--- src/design/bss_pkg.sv ---
// shared constants and carrier types for the buck startup sequencer
package bss_pkg;
   localparam int CLK_HZ           = 20_000_000;
   localparam int HZ_PER_MHZ       = 1_000_000;
   localparam int CYCLES_PER_US    = CLK_HZ / HZ_PER_MHZ;
   localparam int ENABLE_ON_MV     = 1200;
   localparam int RAMP_UV_PER_US   = 400;
   localparam int SS_FINAL_MV      = 1500;
   localparam int SS_START_MV      = 150;
   localparam int SS_END_MV        = 750;
   localparam int STARTUP_US       = 1500;
   localparam int REF_W            = 12;
   localparam logic [REF_W-1:0] SS_FINAL =
      REF_W'(SS_FINAL_MV * 1000 / RAMP_UV_PER_US);
   localparam logic [REF_W-1:0] SS_WIN_LO =
      REF_W'(SS_START_MV * 1000 / RAMP_UV_PER_US);
   localparam logic [REF_W-1:0] SS_WIN_HI =
      REF_W'(SS_END_MV * 1000 / RAMP_UV_PER_US);
   localparam int US_CNT_W         = 5;
   localparam logic [US_CNT_W-1:0] US_LAST = US_CNT_W'(CYCLES_PER_US - 1);
   localparam int DUTY_STEPS       = 8;
   localparam int PULSES_PER_STEP  = 16;
   localparam logic [2:0] STEP_LAST  = 3'(DUTY_STEPS - 1);
   localparam logic [3:0] PULSE_LAST = 4'(PULSES_PER_STEP - 1);
   localparam int SW_PERIOD_DEF    = 32;
   localparam logic [REF_W-1:0] REF_RESET = '0;

   typedef enum logic [1:0] {
      BSS_LOCKOUT   = 2'b00,
      BSS_SOFTSTART = 2'b01,
      BSS_RUN       = 2'b11
   } bss_state_t;

   typedef struct packed {
      logic biasOk;
      logic enableOk;
      logic lightLoad;
      logic hsDemand;
   } bss_sense_t;

   typedef struct packed {
      logic hsGate;
      logic lsGate;
   } bss_drive_t;

   typedef struct packed {
      logic ocGuardEn;
      logic ovGuardEn;
      logic biasHigh;
   } bss_guard_t;
endpackage : bss_pkg

--- src/design/bss_ls_pulse.sv ---
// switching period counter and low-side duty pulse shaper
`timescale 1ns/100ps
`default_nettype none
module bss_ls_pulse #(
   parameter int SW_PERIOD = bss_pkg::SW_PERIOD_DEF
) (
   input  wire logic       clk,
   input  wire logic       rst,
   input  wire logic       ce,
   input  wire logic       clear,
   input  wire logic       armed,
   input  wire logic       steady,
   input  wire logic       hsOn,
   input  wire logic [2:0] step,
   output logic            lsOn,
   output logic            periodWrap
);
   import bss_pkg::*;

   localparam int PW = $clog2(SW_PERIOD);
   localparam int LW = PW + 1;
   localparam int EIGHTH = SW_PERIOD / DUTY_STEPS;

   initial begin
      if (SW_PERIOD < DUTY_STEPS || SW_PERIOD % DUTY_STEPS != 0)
         $error("SW_PERIOD must be a nonzero multiple of eight");
   end

   logic [PW-1:0] phase;
   logic [LW-1:0] lsLen;
   logic [LW-1:0] offPhase;
   wire           lastPhase = (phase == PW'(SW_PERIOD - 1));
   wire           offSat    = (offPhase == LW'(SW_PERIOD));
   wire           next_lsOn;

   // on-time grows by one eighth of the period per step; one spare bit
   // so that the last step (a full period) does not wrap to zero
   assign lsLen     = LW'((32'(step) + 32'd1) * EIGHTH);
   assign next_lsOn = armed && !hsOn && (steady || offPhase < lsLen);

   always_ff @(posedge clk or posedge rst) begin
      if (rst) begin
         phase      <= '0;
         offPhase   <= '0;
         lsOn       <= 1'b0;
         periodWrap <= 1'b0;
      end else if (ce) begin
         phase      <= (clear || lastPhase) ? '0 : phase + 1'b1;
         // off-time counts only from the end of a high-side pulse and
         // saturates, so one low-side pulse per switching period
         offPhase   <= (clear || hsOn) ? '0 : (offSat ? offPhase : offPhase + 1'b1);
         lsOn       <= clear ? 1'b0 : next_lsOn;
         periodWrap <= lastPhase && !clear;
      end
   end
endmodule : bss_ls_pulse
`default_nettype wire

--- src/design/bss_sequencer.sv ---
// lockout, soft-start ramp and pre-bias startup sequencing for the buck
`timescale 1ns/100ps
`default_nettype none
// What this block does
// RULE1: drivers forced off while bias or enable low
// RULE2: leave lockout only when both inputs valid
// RULE3: raise supply-valid flag, then start soft-start
// RULE4: enable counts only above its 1.2V comparator
// RULE5: low side off until first high-side pulse
// RULE6: low-side on-time starts one eighth, steps eighths
// RULE7: sixteen pulses per step, eight steps total
// RULE8: reference ramps linearly zero to final value
// RULE9: startup window spans two reference points
// RULE10: current and voltage guards on during soft-start
// RULE11: light load selects low gate bias
// RULE12: lockout clears ramp and duty counters
module bss_sequencer #(
   parameter int SW_PERIOD = bss_pkg::SW_PERIOD_DEF
) (
   input  wire logic                     clk,
   input  wire logic                     rst,
   input  wire logic                     ce,
   input  wire bss_pkg::bss_sense_t      sense,
   output bss_pkg::bss_drive_t           drive,
   output bss_pkg::bss_guard_t           guard,
   output logic                          supplyValid,
   output logic                          softStartActive,
   output logic                          startupWindow,
   output logic                          dutyRampDone,
   output logic [bss_pkg::REF_W-1:0]     ssRef
);
   import bss_pkg::*;

   initial begin
      if (SW_PERIOD < DUTY_STEPS || SW_PERIOD % DUTY_STEPS != 0)
         $error("SW_PERIOD must be a nonzero multiple of eight");
   end

   bss_state_t              state;
   bss_state_t              next_state;
   logic [US_CNT_W-1:0]     usCnt;
   logic [2:0]              step;
   logic [3:0]              pulseCnt;
   logic                    firstHsSeen;
   logic                    steady;
   logic                    lsOn;
   logic                    periodWrap;

   // comparator outputs are already referred to their thresholds
   wire inputsValid = sense.biasOk && sense.enableOk; // RULE4
   wire lockNow     = !inputsValid;                   // RULE1
   wire running     = (state != BSS_LOCKOUT) && !lockNow;
   wire usTick      = (usCnt == US_LAST);
   wire rampTop     = (ssRef == SS_FINAL);
   wire hsOn        = running && sense.hsDemand;
   wire lsPulseEnd  = periodWrap && firstHsSeen && !steady;
   wire stepDone    = lsPulseEnd && (pulseCnt == PULSE_LAST);

   always_comb begin
      next_state = state;
      case (state)
         BSS_LOCKOUT: begin
            if (inputsValid)
               next_state = BSS_SOFTSTART; // RULE2 RULE3
         end
         BSS_SOFTSTART: begin
            if (lockNow)
               next_state = BSS_LOCKOUT;
            else if (rampTop && usTick)
               next_state = BSS_RUN;
         end
         BSS_RUN: begin
            if (lockNow)
               next_state = BSS_LOCKOUT;
         end
         default: next_state = BSS_LOCKOUT;
      endcase
   end

   bss_ls_pulse #(
      .SW_PERIOD (SW_PERIOD)
   ) u_ls_pulse (
      .clk        (clk),
      .rst        (rst),
      .ce         (ce),
      .clear      (!running),
      .armed      (firstHsSeen && running), // RULE5
      .steady     (steady),
      .hsOn       (hsOn),
      .step       (step),
      .lsOn       (lsOn),
      .periodWrap (periodWrap)
   );

   always_ff @(posedge clk or posedge rst) begin
      if (rst) begin
         state <= BSS_LOCKOUT;
      end else if (ce) begin
         state <= next_state;
      end
   end

   // soft-start reference, one step of 0.4 mV each microsecond
   always_ff @(posedge clk or posedge rst) begin
      if (rst) begin
         usCnt <= '0;
         ssRef <= REF_RESET;
      end else if (ce) begin
         if (!running) begin
            usCnt <= '0;         // RULE12
            ssRef <= REF_RESET;  // RULE12
         end else begin
            usCnt <= usTick ? '0 : usCnt + 1'b1;
            if (usTick && !rampTop)
               ssRef <= ssRef + 1'b1; // RULE8
         end
      end
   end

   // pre-bias duty stepping of the low-side switch
   always_ff @(posedge clk or posedge rst) begin
      if (rst) begin
         firstHsSeen <= 1'b0;
         step        <= '0;
         pulseCnt    <= '0;
         steady      <= 1'b0;
      end else if (ce) begin
         if (!running) begin
            firstHsSeen <= 1'b0; // RULE12
            step        <= '0;   // RULE12
            pulseCnt    <= '0;   // RULE12
            steady      <= 1'b0;
         end else begin
            if (hsOn)
               firstHsSeen <= 1'b1; // RULE5
            if (lsPulseEnd)
               pulseCnt <= pulseCnt + 1'b1; // RULE7
            if (stepDone) begin
               if (step == STEP_LAST)
                  steady <= 1'b1; // RULE6
               else
                  step <= step + 1'b1; // RULE6
            end
         end
      end
   end

   always_ff @(posedge clk or posedge rst) begin
      if (rst) begin
         drive           <= '0;
         guard           <= '0;
         supplyValid     <= 1'b0;
         softStartActive <= 1'b0;
         startupWindow   <= 1'b0;
         dutyRampDone    <= 1'b0;
      end else if (ce) begin
         drive.hsGate    <= hsOn;                  // RULE1
         drive.lsGate    <= lsOn && running;       // RULE1 RULE5
         supplyValid     <= inputsValid;           // RULE3
         softStartActive <= running && (state == BSS_SOFTSTART);
         startupWindow   <= running && ssRef >= SS_WIN_LO
                            && ssRef < SS_WIN_HI;  // RULE9
         dutyRampDone    <= running && steady;
         guard.ocGuardEn <= running;               // RULE10
         guard.ovGuardEn <= running;               // RULE10
         guard.biasHigh  <= !sense.lightLoad;      // RULE11
      end
   end
endmodule : bss_sequencer
`default_nettype wire

--- config.mk ---
export PLATFORM = sky130hd
export DESIGN_NAME = bss_sequencer
export DESIGN_NICKNAME = d
export VERILOG_FILES = /design/src/design/bss_pkg.sv /design/src/design/bss_ls_pulse.sv /design/src/design/bss_sequencer.sv
export SDC_FILE = /design/constraint.sdc
export NUM_CORES = 1
export LEC_CHECK = 0
export BUFFER_PORTS_ARGS = -buffer_cell sky130_fd_sc_hd__buf_2
export CAP_MARGIN = 30
export CORE_MARGIN = 2
export CORE_UTILIZATION = 59
export DETAILED_ROUTE_END_ITERATION = 16
export HOLD_SLACK_MARGIN = 0.02
export PLACE_DENSITY = 0.76
export SLEW_MARGIN = 20
export SYNTH_ARGS = -nofsm -noshare
export SYNTH_HDL_FRONTEND = slang
export SYNTH_SLANG_ARGS = --single-unit
--- constraint.sdc ---
create_clock -name clk -period 2.1 [get_ports clk]
set_input_delay 0.42 -clock clk [delete_from_list [all_inputs] [get_ports clk]]
set_output_delay 0.42 -clock clk [all_outputs]
set_load 0.02 [all_outputs]
==> flow_metrics.env, run 1 <==
export IMPL_status="complete, no violations"
export IMPL_rsz0062_at_grt="no"
export IMPL_cts_root_buf="clkbuf_8"
export IMPL_grt_pass1_vias=2106
export IMPL_synth_top_cell_area_share_pct=44.1
export IMPL_maxCapViolCount=0
export IMPL_wl_per_cell_um=16.0
export IMPL_die_x_um=72.6
export IMPL_synth_most_common_cell="dfrtp_1"
export IMPL_cts_path_max_buffers=2
export IMPL_cts_buffers=5
export IMPL_ys_flop_type="dfrtp_1"
export IMPL_end_kind="flop"
export IMPL_cts_setup_buffers=0
export IMPL_hpwl_um=4370
export IMPL_drc_errors=0
export IMPL_nets=343
export IMPL_yosys_warnings=0
export IMPL_portBuffers=27
export IMPL_ys_seq_area_share_pct=44.1
export IMPL_worst_slew_pin_slew_ns=0.551
export IMPL_synth_edf_count=0
export IMPL_drt_iter0_markers=146
export IMPL_power_leakage_uw=0.00145
export IMPL_htreeDepth=2
export IMPL_syn_avg_cell_area_um2=9.52
export IMPL_grt_max_degree=28
export IMPL_core_um2=4440
export IMPL_yosys_top_cells_count="dfrtp_1 (49), o21ai_0 (24), nand3_1 (21)"
export IMPL_cts_resized=0
export IMPL_ctsHoldBuffers=0
export IMPL_grt_pass1_wl_um=10100
export IMPL_setup_tns_ns=0
export IMPL_crit_fanout=7
export IMPL_clk_pin_slew_worst_paths_ns=0.09
export IMPL_finalSetupViolCount=0
export IMPL_drive_gt1_share_pct=17.6
export IMPL_synthTopCellsByArea="dfrtp_1 (44%), ha_1 (5.9%), o21ai_0 (4.3%), nand3_1 (3.8%), mux2i_1 (2.9%)"
export IMPL_yosysTopAreaCell="dfrtp_1"
export IMPL_via_count=2338
export IMPL_die_area_um2=5280
export IMPL_drt_vias_per_instance=6.22
export IMPL_critical_path_class="flop to flop"
export IMPL_hp_class="input pin to async pin"
export IMPL_drt_pass1_iterations=5
export IMPL_fin_crit_ns=1.84
export IMPL_clock_sinks=49
export IMPL_peakVddDrop_v=0.000346
export IMPL_required_ns=2.33
export IMPL_die_y_um=72.6
export IMPL_io_pins=28
export IMPL_fin_hold_ws_ns=0.114
export IMPL_powerDensity_nw_per_um2=578
export IMPL_antenna_found_initial=0
export IMPL_timing_fmax_mhz=543
export IMPL_fin_crit_sh_pct=87.6
export IMPL_synth_fp_nets=312
export IMPL_diodes=0
export IMPL_synthToLayoutAreaGrowth_pct=12.1
export IMPL_start_kind="flop"
export IMPL_async_flop_share_pct=100
export IMPL_arrival_ns=2.07
export IMPL_gr_total_overflow=0
export IMPL_globalplace_congestion=0.981
export IMPL_slew_viol_final=0
export IMPL_ant_nets=0
export IMPL_wl_um=6000
export IMPL_start_util_pct=62.5
export IMPL_yosysUniqueCellTypes=48
export IMPL_synth_seq_cells=49
export IMPL_rows=24
export IMPL_clk_latency_ns=0.30
export IMPL_grt_usage_pct=24.9
export IMPL_cts_tree="built"
export IMPL_hold_violations=0
export IMPL_maxSlewHeadroom_pct=62.8
export IMPL_netlist_instances=292
export IMPL_fin_skew_ns=0.0119
export IMPL_synth_area_um2=2780
[worst paths after layout]
kind                                             start                                 end  slack (ns)  cells after the start
setup reg to reg                  usCnt[0]$_DFFE_PP0P_                ssRef[3]$_DFFE_PP0P_        0.26                      5
max in group asynchronous                          rst  u_ls_pulse.offPhase[4]$_DFFE_PP0P_        1.40                      3
min in group clk                              sense[1]                guard[0]$_DFFE_PP0P_        0.30                      2
setup / recovery                  usCnt[0]$_DFFE_PP0P_                ssRef[3]$_DFFE_PP0P_        0.26                      5
hold / removal                                     rst                ssRef[3]$_DFFE_PP0P_        0.11                      2
hold reg to reg            softStartActive$_DFFE_PP0P_         softStartActive$_DFFE_PP0P_        0.51                      1
[where the power goes]
| part | switching [µW] | internal (µW) |
|---|---|---|
| clock | 302 | 388 |
| combinational | 96.1 | 44.9 |
| sequential | 12.6 | 957 |
[cells in the final DEF, fill, tap and decap left out, types with 2 or more instances in the layout]
cell type / synthesis / layout
dfrtp_1: 49 / 49
buf_2: 5 / 27
o21ai_0: 24 / 24
nand3_1: 21 / 21
nand2_1: 20 / 20
inv_1: 20 / 19
nor2_1: 15 / 15
a21oi_1: 13 / 13
ha_1: 13 / 13
buf_4: 1 / 11
mux2i_1: 8 / 8
nand2b_1: 8 / 8
nand4_1: 7 / 7
o211ai_1: 6 / 6
clkbuf_8: 0 / 6
nor3_1: 5 / 5
mux2_2: 5 / 5
or3_1: 5 / 5
and3_1: 5 / 5
o31ai_1: 5 / 5
nand4b_1: 5 / 5
a22o_1: 4 / 4
xor2_1: 4 / 4
nor4_1: 4 / 4
o21a_1: 4 / 4
o2bb2ai_1: 2 / 2
nor3b_1: 2 / 2
o22ai_1: 2 / 2
and2_1: 2 / 2
or4_1: 2 / 2
nor2b_1: 2 / 2
[routing by layer]
layer	global-route usage, %	part of all wire [%]
met2	41.2	49
met5	0	0
met1	33.7	45
met4	7.20	1.1
met3	4.56	4.8
[logic make-up after synthesis]
logic type	Yosys count	synth area share, %
simple gates	108	21.8
compound gates	71	17.1
flops	49	44.1
buf+inv	34	4.95
mux	13	4.91
fa+ha+maj	13	5.85
xor+xnor	4	1.26
[worst max-delay path: stages, from the launching register on]
cell,delay (ns)
dfrtp_1,0.40
ha_1,0.23
and4bb_2,0.35
nand2_1,0.12
or4_1,0.51
a21oi_1,0.17
[cell type report]
type | count | area (µm²)
multi-input combinational | 209 | 1420
fill | 365 | 1330
sequential | 49 | 1230
timing repair buffer | 38 | 218
clock buffer | 7 | 86.3
inverter | 20 | 75.1
tap | 52 | 65.1
clock inverter | 1 | 30.0
[stage by stage]
stage	total power (µW)	util (%)	worst slack, ns	instances	cell area [µm²]
finish	1800	70.1	0.260	376	3120
global route	1880	70.1	0.149	376	3120
CTS	1820	70.1	0.266	376	3120
detailed placement	1130	67.5	0.286	368	3000
global placement	1120	67.5	0.332	368	3000
floorplan	1080	-	0.353	292	2780
[sequential cells by signal, summed over array words and instances (netlist names), 2 cells and up]
name / count
step: 3
drive: 2
guard: 2
u_ls_pulse.offPhase: 6
pulseCnt: 4
ssRef: 12
state: 2
usCnt: 5
u_ls_pulse.phase: 5
No activity file was read; power rests on OpenSTA's default activity.
==> run 2: changes to the inputs <==
- BUFFER_PORTS_ARGS: -buffer_cell sky130_fd_sc_hd__buf_2 -> default
- CORE_UTILIZATION: 59 -> 60
- DONT_BUFFER_PORTS: default -> 1
- PLACE_DENSITY: 0.76 -> 0.72
==> run 2 against run 1 <==
Setup slack got worse by 0.024 ns. Critical path depth unchanged. Fmax decreased by 1.3%. Power decreased by 8.9%. Combinational power decreased by 35%. Flip-flop and latch count unchanged. Sequential power increased by 1%. Sequential share of layout area increased by 1.7 points. Largest cell class unchanged.
==> flow_metrics.env, run 2 (same netlist as run 1, synthesis figures left out) <==
export IMPL_hold_violations=0
export IMPL_clock_sinks=49
export IMPL_die_area_um2=5190
export IMPL_cts_tree="built"
export IMPL_fin_crit_ns=1.86
export IMPL_cts_path_max_buffers=2
export IMPL_final_cell_mix="dfrtp_1 (49), o21ai_0 (24), nand3_1 (21)"
export IMPL_htreeDepth=2
export IMPL_slew_viol_final=0
export IMPL_setup_tns_ns=0
export IMPL_status="complete, no violations"
export IMPL_powerDensity_nw_per_um2=549
export IMPL_wl_um=5930
export IMPL_worst_slew_pin_slew_ns=0.542
export IMPL_nFillCells=361
export IMPL_die_y_um=72.1
export IMPL_critical_path_class="flop to flop"
export IMPL_drc_errors=0
export IMPL_grt_max_degree=58
export IMPL_required_ns=2.33
export IMPL_antenna_found_initial=0
export IMPL_swShare_pct=23.7
export IMPL_clk_pin_slew_worst_paths_ns=0.09
export IMPL_cp_slowest_stage_delay_ns=0.55
export IMPL_drt_vias_per_instance=6.36
export IMPL_grt_usage_pct=25.2
export IMPL_layout_commonest_cell="dfrtp_1"
export IMPL_arrival_ns=2.10
export IMPL_peakVddDrop_v=0.000394
export IMPL_cts_resized=0
export IMPL_drt_pass1_iterations=4
export IMPL_drt_iter0_markers=261
export IMPL_crit_fanout=6
export IMPL_cts_setup_buffers=0
export IMPL_reg_largest_list="ssRef (12), u_ls_pulse.offPhase (6)"
export IMPL_clk_latency_ns=0.30
export IMPL_end_kind="flop"
export IMPL_start_kind="flop"
export IMPL_synthToLayoutAreaGrowth_pct=7.43
export IMPL_rrSetupSlack_ns=0.24
export IMPL_hp_class="input pin to async pin"
export IMPL_grt_pass1_wl_um=10200
export IMPL_largest_reg_flops=12
export IMPL_finalSetupViolCount=0
export IMPL_via_count=2234
export IMPL_fin_hold_ws_ns=0.0163
export IMPL_nets=319
export IMPL_io_pins=28
export IMPL_grt_pass1_vias=2214
export IMPL_ant_nets=0
export IMPL_pwr_share_seq_pct=59.8
export IMPL_maxCapViolCount=0
export IMPL_cts_root_buf="clkbuf_8"
export IMPL_cts_buffers=5
export IMPL_fin_skew_ns=0.00928
export IMPL_combPwrFrac_pct=5.6
export IMPL_switchingPower_uw=388
export IMPL_power_share_clock_pct=34.6
export IMPL_gr_total_overflow=0
export IMPL_portBuffers=0
export IMPL_cp_slowest_cell="dfrtp_1"
export IMPL_drive_gt1_share_pct=10.7
export IMPL_die_x_um=72.1
export IMPL_diodes=0
export IMPL_fin_util_pct=67.6
export IMPL_p_int_uw=1250
export IMPL_wl_per_cell_um=16.9
export IMPL_largest_register="ssRef"
export IMPL_path_cells="ha_1 -> nand4b_1 -> o41a_1 -> o211ai_1 -> mux2i_1"
export IMPL_power_leakage_uw=0.00132
export IMPL_core_um2=4410
export IMPL_maxSlewHeadroom_pct=63.4
export IMPL_ctsHoldBuffers=0
export IMPL_rsz0062_at_grt="no"
export IMPL_timing_fmax_mhz=536
export IMPL_hpwl_um=4230
export IMPL_start_util_pct=63.0
export IMPL_globalplace_congestion=0.935
export IMPL_fin_crit_sh_pct=88.8
export IMPL_rows=24
run 2: cell types whose count changed in the layout (fill, tap and decap cells not counted), sizes merged:
cell,change
bufinv,-1
buf,-24
run 2: power by group through the flow:
| stage | clock [µW] | sequential (µW) | combinational, µW |
|---|---|---|---|
| 2_1_floorplan | 0 | 995 | 82.3 |
| 6_report | 568 | 980 | 91.7 |
| 3_5_place_dp | 0 | 999 | 93.8 |
| 4_1_cts | 581 | 980 | 93.7 |
| 3_3_place_gp | 0 | 999 | 92.5 |
| 5_1_grt | 610 | 983 | 107 |
run 2: per-stage QoR:
stage / std cells / area (µm²) / total power (µW) / worst slack [ns]
floorplan: 292 / 2780 / 1080 / 0.353
global placement: 344 / 2900 / 1090 / 0.330
detailed placement: 344 / 2900 / 1090 / 0.256
CTS: 351 / 2990 / 1650 / 0.243
global route: 351 / 2990 / 1700 / 0.0958
finish: 351 / 2990 / 1640 / 0.236
run 2: path summary, 6_finish.rpt:
| kind | startpoint | end | cells past startpoint |
|---|---|---|---|
| max | ssRef[1]$_DFFE_PP0P_ | ssRef[10]$_DFFE_PP0P_ | 5 |
| min | rst | supplyValid$_DFFE_PP0P_ | 1 |
| max reg2reg | ssRef[1]$_DFFE_PP0P_ | ssRef[10]$_DFFE_PP0P_ | 5 |
| min reg2reg | u_ls_pulse.phase[3]$_DFFE_PP0P_ | u_ls_pulse.phase[3]$_DFFE_PP0P_ | 1 |
| max in group asynchronous | rst | u_ls_pulse.offPhase[3]$_DFFE_PP0P_ | 2 |
| min in group clk | sense[1] | guard[0]$_DFFE_PP0P_ | 1 |
run 2: cell type report:
type	count	area, µm²	area share [%]
multi-input combinational	209	1420	47.4
timing repair buffer	14	118	3.94
inverter	20	75.1	2.51
sequential	49	1230	41.1
clock buffer	7	86.3	2.89
tap	52	65.1	2.18
run 2: worst max-delay path, delay by kind of cell, from the launching register on:
family | cells | cell delay [ns]
AOI/OAI and AO/OA | 2 | 0.68
and+or+nand+nor | 1 | 0.12
adders and majority gates | 1 | 0.24
muxes | 1 | 0.20
DFF | 1 | 0.55
run 2: per-layer routing:
metal | wire [µm] | up-vias | GRT usage (%) | share of wire [%]
met2 | 2880 | 70 | 40.7 | 49
met5 | 0 | - | 0 | 0
met3 | 298 | 11 | 5.69 | 5.0
li1 | - | 1080 | - | -
met4 | 116 | 0 | 12.4 | 2.0
met1 | 2630 | 1073 | 32.1 | 44
==> run 3: changes to the inputs <==
- ABC_AREA: default -> 1
==> run 3 against run 2 <==
First-iteration DRC count down 38%. Setup slack better by 0.18 ns. Hold slack better by 0.023 ns. Global-route usage down 2.4 points. Synthesized area up 4.0%. Count of clock-buffer cells in the layout down 2. Critical endpoint is now ssRef[9]$_DFFE_PP0P_. Largest cell class unchanged. Largest power group unchanged.
==> flow_metrics.env, run 3 <==
export IMPL_r2r_start="ssRef[0]$_DFFE_PP0P_"
export IMPL_cp_slowest_stage_delay_ns=0.49
export IMPL_synth_compound_area_share_pct=8.06
export IMPL_largest_reg_flops=12
export IMPL_synth_top_cell_area_share_pct=42.4
export IMPL_cp_common_cell="nand2_1"
export IMPL_muxShareOfSynthArea_pct=0.346
export IMPL_htreeDepth=2
export IMPL_start_util_pct=61.6
export IMPL_clk_pin_slew_worst_paths_ns=0.09
export IMPL_switchingPower_uw=660
export IMPL_fin_crit_ns=1.69
export IMPL_hpwl_um=4170
export IMPL_setup_tns_ns=0
export IMPL_cts_tree="built"
export IMPL_p_total_uw=2240
export IMPL_yosysUniqueCellTypes=36
export IMPL_ys_flop_type="dfrtp_1"
export IMPL_hp_class="input pin to async pin"
export IMPL_fin_crit_sh_pct=80.3
export IMPL_hold_violations=0
export IMPL_wl_um=5710
export IMPL_cts_resized=0
export IMPL_p_int_uw=1580
export IMPL_clk_latency_ns=0.31
export IMPL_synthTopCellsByArea="dfrtp_1 (42%), nand2_1 (14%), ha_1 (5.6%), inv_1 (4.9%), nand3_1 (4.9%)"
export IMPL_status="complete, no violations"
export IMPL_synth_top_family_by_area="simple AND/OR/NAND/NOR gates"
export IMPL_synth_most_common_cell="nand2_1"
export IMPL_power_share_clock_pct=35.6
export IMPL_rsz0062_at_grt="no"
export IMPL_die_y_um=73.4
export IMPL_critical_path_class="flop to flop"
export IMPL_peakVddDrop_v=0.000530
export IMPL_regToRegEndpoint="ssRef[9]$_DFFE_PP0P_"
export IMPL_timing_fmax_mhz=593
export IMPL_placed_cells=420
export IMPL_fin_util_pct=65.3
export IMPL_clock_sinks=49
export IMPL_netlist_instances=371
export IMPL_combPwrFrac_pct=15.2
export IMPL_drt_vias_per_instance=5.54
export IMPL_die_x_um=73.4
export IMPL_powerDensity_nw_per_um2=732
export IMPL_antenna_found_initial=0
export IMPL_ant_nets=0
export IMPL_grt_max_degree=28
export IMPL_synthToLayoutAreaGrowth_pct=6.11
export IMPL_ys_seq_area_share_pct=42.4
export IMPL_synth_simple_gate_area_share_pct=32.7
export IMPL_fin_skew_ns=0.00746
export IMPL_nFillCells=424
export IMPL_layout_commonest_cell="nand2_1"
export IMPL_via_count=2370
export IMPL_grt_pass1_wl_um=9630
export IMPL_multiInputGateArea_um2=1460
export IMPL_pwr_share_seq_pct=49.2
export IMPL_maxSlewHeadroom_pct=63.2
export IMPL_yosys_top_cells_count="nand2_1 (109), dfrtp_1 (49), inv_1 (38)"
export IMPL_arrival_ns=1.93
export IMPL_cts_path_max_buffers=2
export IMPL_synth_edf_count=0
export IMPL_ctsHoldBuffers=0
export IMPL_synth_seq_cells=49
export IMPL_wl_per_cell_um=13.4
export IMPL_syn_avg_cell_area_um2=7.79
export IMPL_nets=393
export IMPL_synth_fp_nets=391
export IMPL_power_leakage_uw=0.00147
export IMPL_grt_usage_pct=22.8
export IMPL_swShare_pct=29.4
export IMPL_crit_fanout=18
export IMPL_end_kind="flop"
export IMPL_yosys_warnings=0
export IMPL_rows=25
export IMPL_required_ns=2.35
export IMPL_synth_xor_area_share_pct=3.64
export IMPL_grt_pass1_vias=2155
export IMPL_async_flop_share_pct=100
export IMPL_cts_buffers=5
export IMPL_drive_gt1_share_pct=9.36
export IMPL_synthAdderAreaFrac_pct=5.63
export IMPL_yosysTopAreaCell="dfrtp_1"
export IMPL_drt_pass1_iterations=4
export IMPL_maxCapViolCount=0
export IMPL_cts_setup_buffers=0
export IMPL_layout_area_seq_um2=1230
export IMPL_path_cells="inv_1 -> ha_1 -> nand3_1 -> nand3b_1 -> nand2_2 -> nand2_8 -> inv_2 -> nand2_1 -> nand2_1"
export IMPL_reg_largest_list="ssRef (12), u_ls_pulse.offPhase (6)"
export IMPL_diodes=0
export IMPL_portBuffers=0
export IMPL_final_cell_mix="nand2_1 (109), dfrtp_1 (49), inv_1 (37)"
export IMPL_drc_errors=0
export IMPL_drt_iter0_markers=161
export IMPL_slew_viol_final=0
export IMPL_cp_slowest_cell="dfrtp_1"
export IMPL_core_um2=4690
export IMPL_io_pins=28
export IMPL_globalplace_congestion=0.930
export IMPL_gr_total_overflow=0
export IMPL_fin_hold_ws_ns=0.0396
export IMPL_fin_cells=428
export IMPL_synth_area_um2=2890
export IMPL_cts_root_buf="clkbuf_8"
export IMPL_largest_register="ssRef"
export IMPL_finalSetupViolCount=0
export IMPL_start_kind="flop"
export IMPL_die_area_um2=5390
export IMPL_worst_slew_pin_slew_ns=0.552
export IMPL_rr_worst_depth=9
export IMPL_rrSetupSlack_ns=0.41
==> run 3: cell types whose count changed in the layout (fill, tap and decap cells not counted), sizes merged, moves of 6 or more <==
cell    previous run  this run
nor2              15        42
buf               14         3
nand2             20       115
inv               20        42
nand3             21        30
xor2               4        11
nand4              7        13
mux2i              8         1
o211ai             7         0
nand2b             8         0
==> run 3: critical path: cells and delay by family (launching register included) <==
kind                       cells  cell delay, ns
buffers and inverters          2            0.30
adders and majority gates      1            0.17
and+or+nand+nor                6            0.67
DFF                            1            0.49
==> run 3: worst max-delay path by stage <==
| stage | end | slack, ns | startpoint |
|---|---|---|---|
| finish | ssRef[9]$_DFFE_PP0P_ | 0.41 | ssRef[0]$_DFFE_PP0P_ |
| detailed placement | ssRef[1]$_DFFE_PP0P_ | 0.44 | ssRef[0]$_DFFE_PP0P_ |
| global route | ssRef[10]$_DFFE_PP0P_ | 0.32 | ssRef[0]$_DFFE_PP0P_ |
| global placement | ssRef[11]$_DFFE_PP0P_ | 0.47 | ssRef[0]$_DFFE_PP0P_ |
| floorplan | drive[0]$_DFFE_PP0P_ | 0.51 | rst |
| CTS | ssRef[9]$_DFFE_PP0P_ | 0.41 | ssRef[0]$_DFFE_PP0P_ |
==> run 3: cell families (layout without fill, tap and decap cells) <==
family,Yosys count,count (layout)
XOR/XNOR,12,12
AND/OR/NAND/NOR,207,207
flip-flops,49,49
adder cells (fa/ha/maj),13,13
multiplexers,1,1
AO/OA/AOI/OAI,39,39
buffers and inverters,50,53
==> run 3: cell type report <==
class	count	area share, %
clock buffer	5	2.24
multi-input combinational	272	47.5
tap	54	2.20
sequential	49	40.0
timing repair buffer	3	0.735
inverter	42	5.22
clock inverter	3	2.12
==> run 3: metal layers <==
| layer | global-route usage (%) | routed length [µm] |
|---|---|---|
| met1 | 33.2 | 2940 |
| met2 | 33.8 | 2490 |
| met3 | 5.08 | 246 |
| met4 | 6.87 | 39 |
| met5 | 0 | 0 |
==> run 3: stage by stage <==
| step | instance area (µm²) | setup slack [ns] |
|---|---|---|
| 6_report | 3070 | 0.414 |
| 5_1_grt | 3070 | 0.322 |
| 4_1_cts | 3070 | 0.410 |
| 3_5_place_dp | 2930 | 0.441 |
| 3_3_place_gp | 2930 | 0.471 |
| 2_1_floorplan | 2890 | 0.507 |
==> run 3: power by group through the flow <==
stage	combinational (µW)	sequential [µW]	clock, µW
finish	340	1100	799
global route	395	1110	850
CTS	346	1100	810
detailed placement	343	1120	0
global placement	341	1120	0
floorplan	300	1100	0
